[src/rtl/pabias_pkg.sv]
// shared constants and types for the bias register bank
package pabias_pkg;
    localparam int unsigned ADDR_W = 5;
    localparam int unsigned DATA_W = 8;
    localparam int unsigned BIAS_COUNT = 6;
    // register addresses
    localparam logic [4:0] ADDR_SYSTEM_CONTROL = 5'h00;
    localparam logic [4:0] ADDR_CARRIER_SENSE_LEVEL = 5'h01;
    localparam logic [4:0] ADDR_CARRIER_DRIVER_GATE_LEVEL = 5'h02;
    localparam logic [4:0] ADDR_CARRIER_FINAL_GATE_LEVEL = 5'h03;
    localparam logic [4:0] ADDR_PEAKING_SENSE_LEVEL = 5'h04;
    localparam logic [4:0] ADDR_PEAKING_DRIVER_GATE_LEVEL = 5'h05;
    localparam logic [4:0] ADDR_PEAKING_FINAL_GATE_LEVEL = 5'h06;
    localparam logic [4:0] ADDR_TEMPERATURE_READING = 5'h0f;
    localparam logic [4:0] ADDR_OVERRIDE_UNLOCK_KEY = 5'h11;
    // system control fields
    localparam int unsigned SOFT_RESET_BIT = 6;
    localparam int unsigned OTP_REFRESH_BIT = 5;
    localparam int unsigned REVISION_MSB = 3;
    localparam logic SOFT_RESET_RESET = 1'b0;
    localparam logic OTP_REFRESH_RESET = 1'b0;
    // bias level fields and values
    localparam logic [7:0] SENSE_LEVEL_MASK = 8'h3f;
    localparam logic [7:0] GATE_LEVEL_MASK = 8'hff;
    localparam logic [7:0] SENSE_LEVEL_RESET = 8'h20;
    localparam logic [7:0] GATE_LEVEL_RESET = 8'h80;
    localparam logic [7:0] OVERRIDE_UNLOCK_VALUE = 8'he3;
    localparam logic [7:0] READ_ZERO = 8'h00;
    // otp copy sequence: one read cycle, then one write per bias register
    localparam logic [2:0] LOAD_COUNT_FIRST = 3'h0;
    localparam logic [2:0] LOAD_COUNT_LAST = 3'h6;
    localparam int unsigned LOAD_CYCLES = 7;

    typedef enum logic [1:0] {
        PABIAS_LOAD_IDLE = 2'b01,
        PABIAS_LOAD_RUN = 2'b10
    } pabias_load_type;

    // bias index 0 and 3 are the sense levels, the rest are gate levels
    function automatic logic [7:0] pabias_mask(input logic [2:0] idx);
        pabias_mask = (idx == 3'h0 || idx == 3'h3) ? SENSE_LEVEL_MASK : GATE_LEVEL_MASK;
    endfunction : pabias_mask

    function automatic logic [7:0] pabias_reset(input logic [2:0] idx);
        pabias_reset = (idx == 3'h0 || idx == 3'h3) ? SENSE_LEVEL_RESET : GATE_LEVEL_RESET;
    endfunction : pabias_reset
endpackage : pabias_pkg

[src/rtl/pabias_otp_rom.sv]
// factory bias image: read only, registered read data
`timescale 1ns/10ps
module pabias_otp_rom
    import pabias_pkg::*;
#(
    parameter logic [47:0] OTP_IMAGE = {GATE_LEVEL_RESET, GATE_LEVEL_RESET, SENSE_LEVEL_RESET,
                                        GATE_LEVEL_RESET, GATE_LEVEL_RESET, SENSE_LEVEL_RESET}
) (
    // clock
    input wire logic clk,
    // read port
    input wire logic [2:0] rd_index,
    output logic [7:0] rd_data
);
    // no write path exists: contents are fixed at build time
    logic [7:0] rd_data_q;
    logic [7:0] rd_data_d;

    always_comb begin
        case (rd_index)
            3'h0: rd_data_d = OTP_IMAGE[7:0];
            3'h1: rd_data_d = OTP_IMAGE[15:8];
            3'h2: rd_data_d = OTP_IMAGE[23:16];
            3'h3: rd_data_d = OTP_IMAGE[31:24];
            3'h4: rd_data_d = OTP_IMAGE[39:32];
            3'h5: rd_data_d = OTP_IMAGE[47:40];
            default: rd_data_d = READ_ZERO;
        endcase
    end

    always_ff @(posedge clk) begin
        rd_data_q <= rd_data_d;
    end

    assign rd_data = rd_data_q;
endmodule : pabias_otp_rom

[src/rtl/pabias_regbank.sv]
// bias controller register bank with otp shadow copy and override unlock
//
// Overview of operation
// - power-on and every reset copy factory otp values into the bias registers.
// - override-mode bias writes vanish at reset; factory values return.
// - no user path exists to change otp contents.
// - nine user registers, each eight bits wide.
// - address 0 holds soft reset and otp refresh control bits.
// - address 0 low four bits return read-only chip revision.
// - addresses 1 to 6 hold bias levels, loaded from otp.
// - address 15 returns temperature reading; writes do nothing.
// - writing 0xe3 to address 17 enters override mode.
// - in override mode host writes replace otp-loaded bias values.
// - soft reset bit set restores defaults; host writes 0 afterwards.
// - otp refresh bit set reloads otp values; host writes 0 afterwards.
// - sense levels hold six bits; upper two bits read zero.
// - gate levels hold full eight bits, 0x00 minimum to 0xff maximum.
`timescale 1ns/10ps
module pabias_regbank
    import pabias_pkg::*;
#(
    parameter logic [3:0] CHIP_REVISION = 4'h5, // arbitrary value
    parameter logic [47:0] OTP_IMAGE = {GATE_LEVEL_RESET, GATE_LEVEL_RESET, SENSE_LEVEL_RESET,
                                        GATE_LEVEL_RESET, GATE_LEVEL_RESET, SENSE_LEVEL_RESET}
) (
    // clock and reset
    input wire logic clk,
    input wire logic srst,
    // register access port
    input wire logic wr_en,
    input wire logic rd_en,
    input wire logic [4:0] addr,
    input wire logic [7:0] wr_data,
    output logic [7:0] rd_data,
    output logic rd_valid,
    // temperature sensor result, asynchronous to clk
    input wire logic [7:0] temperature_reading,
    // bias levels to the dacs
    output logic [7:0] carrier_sense_level,
    output logic [7:0] carrier_driver_gate_level,
    output logic [7:0] carrier_final_gate_level,
    output logic [7:0] peaking_sense_level,
    output logic [7:0] peaking_driver_gate_level,
    output logic [7:0] peaking_final_gate_level,
    // status
    output logic override_mode,
    output logic load_busy
);
    logic [7:0] bias_q [0:5];
    logic soft_reset_q;
    logic otp_refresh_q;
    logic override_mode_q;
    pabias_load_type load_state_q;
    logic [2:0] load_count_q;
    logic [7:0] temp_sync1_q;
    logic [7:0] temp_sync2_q;
    logic [7:0] temp_sync3_q;
    logic [7:0] temp_stable_q;
    logic [7:0] rd_data_q;
    logic [7:0] rd_data_d;
    logic rd_valid_q;
    logic [7:0] otp_data;

    // decode
    wire write_system = wr_en && (addr == ADDR_SYSTEM_CONTROL);
    wire soft_reset_req = write_system && wr_data[SOFT_RESET_BIT];
    wire otp_refresh_req = write_system && wr_data[OTP_REFRESH_BIT];
    wire restore_all = srst || soft_reset_req;
    wire start_load = restore_all || otp_refresh_req;
    wire loading = (load_state_q == PABIAS_LOAD_RUN);
    wire bias_addr = (addr >= ADDR_CARRIER_SENSE_LEVEL) && (addr <= ADDR_PEAKING_FINAL_GATE_LEVEL);
    wire [2:0] host_index = 3'(addr - ADDR_CARRIER_SENSE_LEVEL);
    // a host write racing the otp copy could be overwritten by it, so drop it
    wire host_bias_wr = wr_en && bias_addr && override_mode_q && !loading;
    wire load_wr = loading && (load_count_q != LOAD_COUNT_FIRST);
    wire [2:0] load_index = 3'(load_count_q - 3'h1);
    wire unlock_hit = wr_en && (addr == ADDR_OVERRIDE_UNLOCK_KEY)
                      && (wr_data == OVERRIDE_UNLOCK_VALUE);

    pabias_otp_rom #(
        .OTP_IMAGE(OTP_IMAGE)
    ) u_otp (
        .clk(clk),
        .rd_index(load_count_q),
        .rd_data(otp_data)
    );

    // bias registers: reset value, then otp copy, then host write
    always_ff @(posedge clk) begin
        for (int i = 0; i < BIAS_COUNT; i++) begin
            if (restore_all) begin
                bias_q[i] <= pabias_reset(3'(i));
            end else if (load_wr && load_index == 3'(i)) begin
                bias_q[i] <= otp_data & pabias_mask(3'(i));
            end else if (host_bias_wr && host_index == 3'(i)) begin
                bias_q[i] <= wr_data & pabias_mask(3'(i));
            end
        end
    end

    // otp copy sequencer; any reset or refresh restarts it from the top
    always_ff @(posedge clk) begin
        if (start_load) begin
            load_state_q <= PABIAS_LOAD_RUN;
            load_count_q <= LOAD_COUNT_FIRST;
        end else begin
            case (load_state_q)
                PABIAS_LOAD_RUN: begin
                    if (load_count_q == LOAD_COUNT_LAST) begin
                        load_state_q <= PABIAS_LOAD_IDLE;
                    end
                    load_count_q <= load_count_q + 3'h1;
                end
                PABIAS_LOAD_IDLE: load_count_q <= LOAD_COUNT_FIRST;
                default: begin
                    load_state_q <= PABIAS_LOAD_IDLE;
                    load_count_q <= LOAD_COUNT_FIRST;
                end
            endcase
        end
    end

    // control bits hold what the host wrote until it writes 0
    always_ff @(posedge clk) begin
        if (srst) begin
            soft_reset_q <= SOFT_RESET_RESET;
            otp_refresh_q <= OTP_REFRESH_RESET;
        end else if (write_system) begin
            soft_reset_q <= wr_data[SOFT_RESET_BIT];
            otp_refresh_q <= wr_data[OTP_REFRESH_BIT];
        end
    end

    always_ff @(posedge clk) begin
        if (restore_all) begin
            override_mode_q <= 1'b0;
        end else if (unlock_hit) begin
            override_mode_q <= 1'b1;
        end
    end

    // two stages per bit, then a word is taken only once it has held for a cycle,
    // so a code caught mid-change never reaches the host; costs two cycles of latency
    always_ff @(posedge clk) begin
        temp_sync1_q <= temperature_reading;
        temp_sync2_q <= temp_sync1_q;
        temp_sync3_q <= temp_sync2_q;
    end

    always_ff @(posedge clk) begin
        if (srst) begin
            temp_stable_q <= READ_ZERO;
        end else if (temp_sync2_q == temp_sync3_q) begin
            temp_stable_q <= temp_sync3_q;
        end
    end

    // read mux; unlock key and reserved addresses read zero
    always_comb begin
        case (addr)
            ADDR_SYSTEM_CONTROL: rd_data_d = {1'b0, soft_reset_q, otp_refresh_q, 1'b0,
                                              CHIP_REVISION};
            ADDR_CARRIER_SENSE_LEVEL: rd_data_d = bias_q[0];
            ADDR_CARRIER_DRIVER_GATE_LEVEL: rd_data_d = bias_q[1];
            ADDR_CARRIER_FINAL_GATE_LEVEL: rd_data_d = bias_q[2];
            ADDR_PEAKING_SENSE_LEVEL: rd_data_d = bias_q[3];
            ADDR_PEAKING_DRIVER_GATE_LEVEL: rd_data_d = bias_q[4];
            ADDR_PEAKING_FINAL_GATE_LEVEL: rd_data_d = bias_q[5];
            ADDR_TEMPERATURE_READING: rd_data_d = temp_stable_q;
            default: rd_data_d = READ_ZERO;
        endcase
    end

    always_ff @(posedge clk) begin
        if (srst) begin
            rd_data_q <= READ_ZERO;
            rd_valid_q <= 1'b0;
        end else begin
            rd_data_q <= rd_en ? rd_data_d : rd_data_q;
            rd_valid_q <= rd_en;
        end
    end

    assign rd_data = rd_data_q;
    assign rd_valid = rd_valid_q;
    assign carrier_sense_level = bias_q[0];
    assign carrier_driver_gate_level = bias_q[1];
    assign carrier_final_gate_level = bias_q[2];
    assign peaking_sense_level = bias_q[3];
    assign peaking_driver_gate_level = bias_q[4];
    assign peaking_final_gate_level = bias_q[5];
    assign override_mode = override_mode_q;
    assign load_busy = loading;
endmodule : pabias_regbank

[config.mk]
export PLATFORM = sky130hd
export DESIGN_NAME = pabias_regbank
export DESIGN_NICKNAME = d
export VERILOG_FILES = /design/src/rtl/pabias_pkg.sv /design/src/rtl/pabias_otp_rom.sv /design/src/rtl/pabias_regbank.sv
export SDC_FILE = /design/constraint.sdc
export NUM_CORES = 1
export LEC_CHECK = 0
export ABC_AREA = 1
export BUFFER_PORTS_ARGS = -buffer_cell sky130_fd_sc_hd__buf_4
export CAP_MARGIN = 20
export CORE_UTILIZATION = 59
export DETAILED_ROUTE_END_ITERATION = 10
export HOLD_SLACK_MARGIN = 0.05
export PLACE_DENSITY = 0.83
export SLEW_MARGIN = 20
export SYNTH_ARGS = -nofsm -noshare
export SYNTH_HDL_FRONTEND = slang
export SYNTH_SLANG_ARGS = --single-unit
[constraint.sdc]
create_clock -name clk -period 4.7 [get_ports clk]
set_input_delay 0.705 -clock clk [delete_from_list [all_inputs] [get_ports clk]]
set_output_delay 0.705 -clock clk [all_outputs]
set_load 0.02 [all_outputs]
After elaboration in Yosys (flattened, before gate mapping):

Memories as Yosys holds them, arrays and structs flattened.
Cells that the tools add are included.

* output and inout port bits: 59
* memory bits (writable): 48
* word-level logic and storage cells: 155
* register bits after elaboration: 57
* memories kept: 1

Memory list
* bias_q: words 6, bits a word 8, rd ports 6, clocked after memory_dff 0, wr ports 6, RTL line pabias_regbank.sv:49 `logic [7:0] bias_q [0:5];`

* add/subtract/negate cells: 3
* equality and inequality tests: 29
* reduce and logical (&&, ||, !) cells: 34
* muxes and demuxes: 60
* bitwise logic cells: 14
* order comparisons: 2

Operators by type and width (count)
* 2-to-1 mux 8 bit: 12
* case mux 8 bit (8 select lines): 1
* 2-to-1 mux 1 bit: 44
* logical AND 1 bit: 22
* == test 3 bit, second input constant: 7
* == test 3 x 2 -> 1 bit, second input constant: 6
* case mux 8 bit (2 select lines): 1
* == test 5 x 3 -> 1 bit, second input constant: 3
* bitwise OR 1 bit: 12
* == test 5 x 2 -> 1 bit, second input constant: 2
* == test 3 x 1 -> 1 bit, second input constant: 3
* logical NOT 3 bit: 3
* == test 8 bit: 1
* == test 8 bit, second input constant: 1
* subtractor 3 x 1 -> 3 bit, second input constant: 2
* == test 5 x 1 -> 1 bit, second input constant: 1
* == test 5 x 4 -> 1 bit, second input constant: 1
* == test 5 bit, second input constant: 1
* >= comparator 5 x 1 -> 1 bit, second input constant: 1
* less-or-equal comparator 5 x 3 -> 1 bit, second input constant: 1
* logical NOT 5 bit: 1
* case mux 2 bit (2 select lines): 1
* OR reduction 2 bit: 2
* OR reduction 4 bit: 1
* 10 further kinds: 12

Logic depth before layout (Yosys ltp):

Gate-level depths: netlist (run 1).

* word-level depth: 11
* mapped depth: 10
* mapped depth without buffers: 10

Modules after synthesis:

A second synthesis (run 1) with hierarchy kept.

* cells, all modules: 540
* area, all modules: 4490.6 um^2

Modules (own cells, without submodules)
* pabias_regbank: times used 1, area each 4361.7 um^2, cells each 521
* pabias_otp_rom: times used 1, area each 128.9 um^2, cells each 19

Worst setup path after synthesis (run 1):

No wires, ideal clock.

* path kind: input to register
* start point: input port addr[0]
* end point: memory bias_q[0][0], enable pin
* required time: 4.323 ns
* arrival: 2.044 ns
* cell stages on the path: 6
* setup time: 0.377 ns
* setup slack: 2.278 ns
* cells stage by stage: buf_4 > nor2_4 > ha_1 > nor2_2 > nand2_1 > o21ai_0

RTL lines
* start: declaration: RTL line pabias_regbank.sv:32 `input wire logic [4:0] addr,`
* end: declaration: RTL line pabias_regbank.sv:49

==> results.sh, run 1 <==
export IMPL_clock_insertion_delay_worst_skew_ns=0.36
export IMPL_clock_skew_final_ns=0.0117
export IMPL_drt_total_wl_mm=11.1
export IMPL_post_drt_wl_per_cell_um=16.5
export IMPL_slowest_delay_ns=0.67
export IMPL_post_cts_setup_buffer_count=0
export IMPL_hp_start="temp_sync1_q[5]"
export IMPL_nNetsFinal=610
export IMPL_ant_nets=0
export IMPL_dominantRegCellSynth="dfxtp_1"
export IMPL_cts_sinks=95
export IMPL_p_leak_nw=2.32
export IMPL_max_freq_mhz=390
export IMPL_post_route_period_util_pct=54.5
export IMPL_ctsResizeCount=0
export IMPL_crit_top_cell="inv_1"
export IMPL_grt_pass1_wl_mm=17.1
export IMPL_core_mm2=0.00694
export IMPL_drv_cap=0
export IMPL_met2_usage_pct=50.2
export IMPL_grt_max_degree=31
export IMPL_synth_top_cell_area_share_pct=30.3
export IMPL_place_gp_congestion=0.968
export IMPL_die_area_mm2=0.00773
export IMPL_dr_total_vias=3758
export IMPL_overflow=0
export IMPL_p_per_area_mw_per_mm2=377
export IMPL_antenna_found_initial=0
export IMPL_synthesis_area_mm2=0.00435
export IMPL_path_cells="buf_4, inv_1, nor2_1, inv_1, nor2_2, nand2_1, o21ai_0"
export IMPL_hold_viol=0
export IMPL_io_pins=84
export IMPL_dpl_hpwl_mm=8.29
export IMPL_grtUsageMet3_pct=8.20
export IMPL_setup_viol=0
export IMPL_final_cell_mix="nand2_1 (96), nor2_1 (96), buf_4 (80)"
export IMPL_cp_slowest_cell="nor2_1"
export IMPL_cts_made_buffers=9
export IMPL_ys_seq_elements=95
export IMPL_synthArstFlopShare_pct=0
export IMPL_path_buf_inv=3
export IMPL_fin_worst_hold_slack_ns=0.333
export IMPL_cp_top_family="simple AND/OR/NAND/NOR gates"
export IMPL_synth_edff_count=44
export IMPL_whs_endpoint="temp_sync2_q[5]"
export IMPL_min_period_ns=2.56
export IMPL_r2r_slack_ns=2.36
export IMPL_grt_usage_pct=30.0
export IMPL_hold_path_depth=0
export IMPL_ff2ff_path_depth=9
export IMPL_yosysWarnings=0
export IMPL_diodes=0
export IMPL_status="completed"
export IMPL_holdBufCountCts=0
export IMPL_yosysSeqAreaShare_pct=53.8
export IMPL_start_util_pct=62.7
export IMPL_numPlacedInstances=660
export IMPL_dr_pass1_iters=5
export IMPL_worstPathArrival_ns=2.55
export IMPL_cp_start_kind="input pin"
export IMPL_grt_busiest_layer="met2"
export IMPL_grt_setup_unrepaired="false"
export IMPL_syn_mean_instance_area_um2=8.74
export IMPL_synth_top_area_cell="edfxtp_1"
export IMPL_row_count=30
export IMPL_path_max_fanout=14
export IMPL_drc=0
export IMPL_cts_tree="built"
export IMPL_finalInstanceArea_mm2=0.00518
export IMPL_drive_gt1_share_pct=21.0
export IMPL_synth_area_leaders="edfxtp_1 (30%), dfxtp_1 (23%), nand2_1 (8.3%), nor2_1 (8.3%), nand4_1 (5.5%)"
export IMPL_ir_worst_vdd_uv=314
export IMPL_clk_pin_slew_ns=0.09
export IMPL_synth_cells=498
export IMPL_die_y_um=87.9
export IMPL_first_iter_violations=341
export IMPL_cts_path_max_buffers=2
export IMPL_final_max_slew_viol_count=0
export IMPL_vias_per_cell=5.56
export IMPL_cts_root_buffer="clkbuf_8"
export IMPL_syn2layout_area_growth_pct=19.0
export IMPL_ys_types=36
export IMPL_grt_pass1_vias=3490
export IMPL_h_tree_depth=3
export IMPL_endpoint_kind="flop"
export IMPL_maxSlewHeadroom_pct=40.4
export IMPL_stdcell_count=676
export IMPL_setup_tns_ns=0
export IMPL_worstPathRequired_ns=4.69
export IMPL_tightest_slew_ns=0.891
export IMPL_met1_usage_pct=36.9
export IMPL_min_path_type="reg2reg"
export IMPL_io_buffers=79
export IMPL_die_w_um=87.9
export IMPL_critPathKind="in2reg"
export IMPL_placed_area_mm2=0.00497
export IMPL_fin_util_pct=74.6
export IMPL_r2r_start="load_count_q[0]"
export IMPL_reg2reg_to="bias_q[4][4]"
how the worst max path moves through the flow:
stage             from      endpoint  slack, ns  depth (start not counted)
3_3_place_gp   addr[0]  bias_q[0][0]       1.82                          7
4_1_cts        addr[0]  bias_q[0][4]       2.17                          7
3_5_place_dp   addr[0]  bias_q[0][0]       1.78                          7
6_report       addr[0]  bias_q[0][4]       2.14                          7
5_1_grt        addr[0]  bias_q[0][4]       1.93                          7
2_1_floorplan  addr[0]  bias_q[0][0]       2.28                          6
cells in the mapped netlist, types with 5 or more instances:
cell,number
nand4_1,38
nor2_1,96
nand2_1,96
edfxtp_1,44
xor2_1,5
dfxtp_1,51
inv_1,41
nor2_2,5
ha_1,10
nand3b_1,6
nand3_1,35
nand2_2,5
buf_4,6
a21oi_1,15
where the power goes:
group	switching [mW]	internal [mW]	total [mW]
logic	0.268	0.138	0.405
registers	0.0578	0.947	1.01
clock network	0.283	0.261	0.544
total	0.608	1.35	1.95
registers in the layout, indices dropped and copies added, names as in the netlist:
register,flops
otp_refresh_q,1
bias_q,44
load_state_q,2
temp_sync3_q,8
rd_valid,1
u_otp.rd_data,2
temp_sync1_q,8
rd_data,8
soft_reset_q,1
temp_sync2_q,8
load_count_q,3
temp_stable_q,8
override_mode,1
cell families (layout without fill, tap and decap cells):
group,Yosys count,after routing,share of synthesized area [%]
AO/OA/AOI/OAI,23,23,2.93
flip-flops,95,95,53.8
buffers and inverters,62,141,6.47
XOR/XNOR,7,7,1.41
AND/OR/NAND/NOR,300,300,32.4
adder cells (fa/ha/maj),10,10,2.87
other,1,4,0.0861
layout make-up:
class / instances / area (µm²)
sequential: 95 / 2340
fill: 530 / 1760
clock inverter: 4 / 31.3
clock buffer: 12 / 178
tap: 96 / 120
inverter: 45 / 169
timing repair buffer: 80 / 601
multi-input combinational: 344 / 1740
layer usage:
layer  vias up  part of all wire, %
met5         -                    0
li1       1796                    -
met1      1715                   39
met2       210                   48
met4         0                  3.5
met3        37                  9.2
metrics by stage:
step / power [mW] / setup slack (ns)
5_1_grt: 2.04 / 1.93
4_1_cts: 1.96 / 2.17
6_report: 1.95 / 2.14
2_1_floorplan: 1.27 / 2.28
3_5_place_dp: 1.42 / 1.78
3_3_place_gp: 1.41 / 1.82
Power figures use the tool's default switching activity.
==> run 2: changes to the inputs <==
--- a/config.mk
+++ b/config.mk
@@ -8,10 +8,10 @@
 export ABC_AREA = 1
 export BUFFER_PORTS_ARGS = -buffer_cell sky130_fd_sc_hd__buf_4
 export CAP_MARGIN = 20
-export CORE_UTILIZATION = 59
+export CORE_UTILIZATION = 55
 export DETAILED_ROUTE_END_ITERATION = 10
 export HOLD_SLACK_MARGIN = 0.05
-export PLACE_DENSITY = 0.83
+export PLACE_DENSITY = 0.78
 export SLEW_MARGIN = 20
 export SYNTH_ARGS = -nofsm -noshare
 export SYNTH_HDL_FRONTEND = slang
==> constraint.sdc (replaced) <==
create_clock -name clk -period 2.55 [get_ports clk]
set_input_delay 0.3825 -clock clk [delete_from_list [all_inputs] [get_ports clk]]
set_output_delay 0.3825 -clock clk [all_outputs]
set_load 0.02 [all_outputs]
==> run 2 against run 1 <==
- critical path depth grew 2
- sequential cell count stayed put
- non-clock buffer count grew 8
- global-route usage decreased by 1.1 points
- die area grew 7.1%
- largest cell class unchanged
==> results.sh, run 2 (synthesized netlist as in run 1, its figures left out) <==
export IMPL_syn2layout_area_growth_pct=20.4
export IMPL_post_cts_setup_buffer_count=0
export IMPL_drive_gt1_share_pct=22.3
export IMPL_die_y_um=91.0
export IMPL_critPathLaunch="load_count_q[0]"
export IMPL_min_path_type="in2reg"
export IMPL_cts_tree="built"
export IMPL_cts_sinks=95
export IMPL_post_route_period_util_pct=92.0
export IMPL_grt_usage_pct=29.0
export IMPL_clock_insertion_delay_worst_skew_ns=0.37
export IMPL_reg2reg_to="bias_q[4][6]"
export IMPL_internal_power_mw=2.44
export IMPL_final_cell_mix="nand2_1 (96), nor2_1 (95), buf_4 (88)"
export IMPL_pwr_share_seq_pct=51.1
export IMPL_io_buffers=79
export IMPL_worstPathRequired_ns=2.60
export IMPL_largest_reg_flops=44
export IMPL_vias_per_cell=5.50
export IMPL_antenna_found_initial=0
export IMPL_wl_met3_mm=1.02
export IMPL_worstPathArrival_ns=2.39
export IMPL_ctsResizeCount=0
export IMPL_ff2ff_path_depth=9
export IMPL_clk_pin_slew_ns=0.10
export IMPL_ir_worst_vdd_uv=566
export IMPL_p_leak_nw=2.36
export IMPL_path_cells="inv_1, ha_1, ha_1, inv_1, nand2_1, nor2_1, nor2_2, nand4_2, nand2_1"
export IMPL_endpoint_kind="flop"
export IMPL_r2r_slack_ns=0.20
export IMPL_first_iter_violations=327
export IMPL_pwr_share_clk_pct=27.9
export IMPL_wl_met1_mm=4.74
export IMPL_critPathKind="reg2reg"
export IMPL_p_sw_mw=1.17
export IMPL_status="completed"
export IMPL_nNetsFinal=618
export IMPL_post_drt_wl_per_cell_um=16.6
export IMPL_place_gp_congestion=0.949
export IMPL_slowest_delay_ns=0.41
export IMPL_share_comb_of_total_power_pct=21.0
export IMPL_hold_viol=0
export IMPL_die_w_um=91.0
export IMPL_core_mm2=0.00769
export IMPL_final_common_cell="nand2_1"
export IMPL_placed_area_mm2=0.00504
export IMPL_drc=0
export IMPL_dpl_hpwl_mm=8.62
export IMPL_largest_register="bias_q"
export IMPL_cts_root_buffer="clkbuf_8"
export IMPL_grt_pass1_vias=3541
export IMPL_cp_slowest_cell="dfxtp_1"
export IMPL_diodes=0
export IMPL_min_period_ns=2.35
export IMPL_multi_input_area_mm2=0.00174
export IMPL_setup_viol=0
export IMPL_register_area_mm2=0.00234
export IMPL_max_freq_mhz=426
export IMPL_h_tree_depth=3
export IMPL_clock_skew_final_ns=0.00977
export IMPL_cts_made_buffers=9
export IMPL_netSwitchingFraction_pct=32.5
export IMPL_row_count=32
export IMPL_grt_setup_unrepaired="false"
export IMPL_die_area_mm2=0.00828
export IMPL_ant_nets=0
export IMPL_drv_cap=0
export IMPL_p_per_area_mw_per_mm2=689
export IMPL_r2r_start="load_count_q[0]"
export IMPL_crit_end="bias_q[4][6]"
export IMPL_grt_pass1_wl_mm=18.1
export IMPL_final_max_slew_viol_count=0
export IMPL_finalInstanceArea_mm2=0.00524
export IMPL_dr_pass1_iters=5
export IMPL_cts_path_max_buffers=2
export IMPL_fillerInstances=630
export IMPL_top_layer="met4"
export IMPL_overflow=0
export IMPL_start_util_pct=56.6
export IMPL_wl_met2_mm=5.43
export IMPL_grt_max_degree=30
export IMPL_maxSlewHeadroom_pct=46.2
export IMPL_dr_total_vias=3792
export IMPL_path_max_fanout=8
export IMPL_io_pins=84
export IMPL_drt_total_wl_mm=11.4
export IMPL_holdBufCountCts=0
export IMPL_setup_tns_ns=0
export IMPL_tightest_slew_ns=0.799
export IMPL_cp_start_kind="flop"
## run 2: changes by cell type in the layout (fill, tap and decap cells not counted), sizes merged
cell / delta
clkbuf: -1
inv: +2
clkinv: -1
buf: +8
## run 2: per-layer routing
layer / GRT usage (%) / vias up
met2: 46.3 / 190
met1: 39.3 / 1763
met3: 5.36 / 22
met5: 0 / -
met4: 10.8 / 0
li1: - / 1817
## run 2: critical path: cells and delay by family, from the launching register on
family	cells	cell delay [ns]
fa+ha+maj	2	0.59
buf+inv	2	0.18
flops	1	0.41
simple gates	5	0.85
## run 2: cell type report
cell class	instances	share of cell area, %
repair buffers	88	12.6
multi-input cells	344	33.3
clock inverters	5	0.883
inverters	45	3.22
well taps	102	2.43
clock buffers	11	2.91
flip-flops and latches	95	44.7
## run 2: power by group through the flow
stage               clock network [mW]  registers (mW)  logic [mW]
CTS                               1.01            1.84       0.758
floorplan                            0            1.93       0.406
detailed placement                   0            1.88       0.756
global route                      1.07            1.86       0.833
global placement                     0            1.87       0.731
finish                            1.01            1.85       0.761
## run 2: metrics by stage
stage | util [%] | instances | power, mW | hold WS, ns | worst slack [ns]
2_1_floorplan | - | 501 | 2.34 | 0.310 | 0.451
3_3_place_gp | 65.6 | 674 | 2.61 | 0.310 | 0.366
3_5_place_dp | 65.6 | 674 | 2.64 | 0.312 | 0.243
4_1_cts | 68.2 | 690 | 3.61 | 0.100 | 0.226
5_1_grt | 68.2 | 690 | 3.76 | 0.0902 | 0.0460
6_report | 68.2 | 690 | 3.61 | 0.105 | 0.204
## run 2: worst min-delay path by stage
stage	startpoint	endpoint	cells after the start
3_5_place_dp	temp_sync1_q[7]	temp_sync2_q[7]	0
4_1_cts	temperature_reading[1]	temp_sync1_q[1]	1
6_report	temperature_reading[4]	temp_sync1_q[4]	1
3_3_place_gp	temp_sync1_q[0]	temp_sync2_q[0]	0
5_1_grt	temperature_reading[1]	temp_sync1_q[1]	1
2_1_floorplan	temp_sync1_q[0]	temp_sync2_q[0]	0
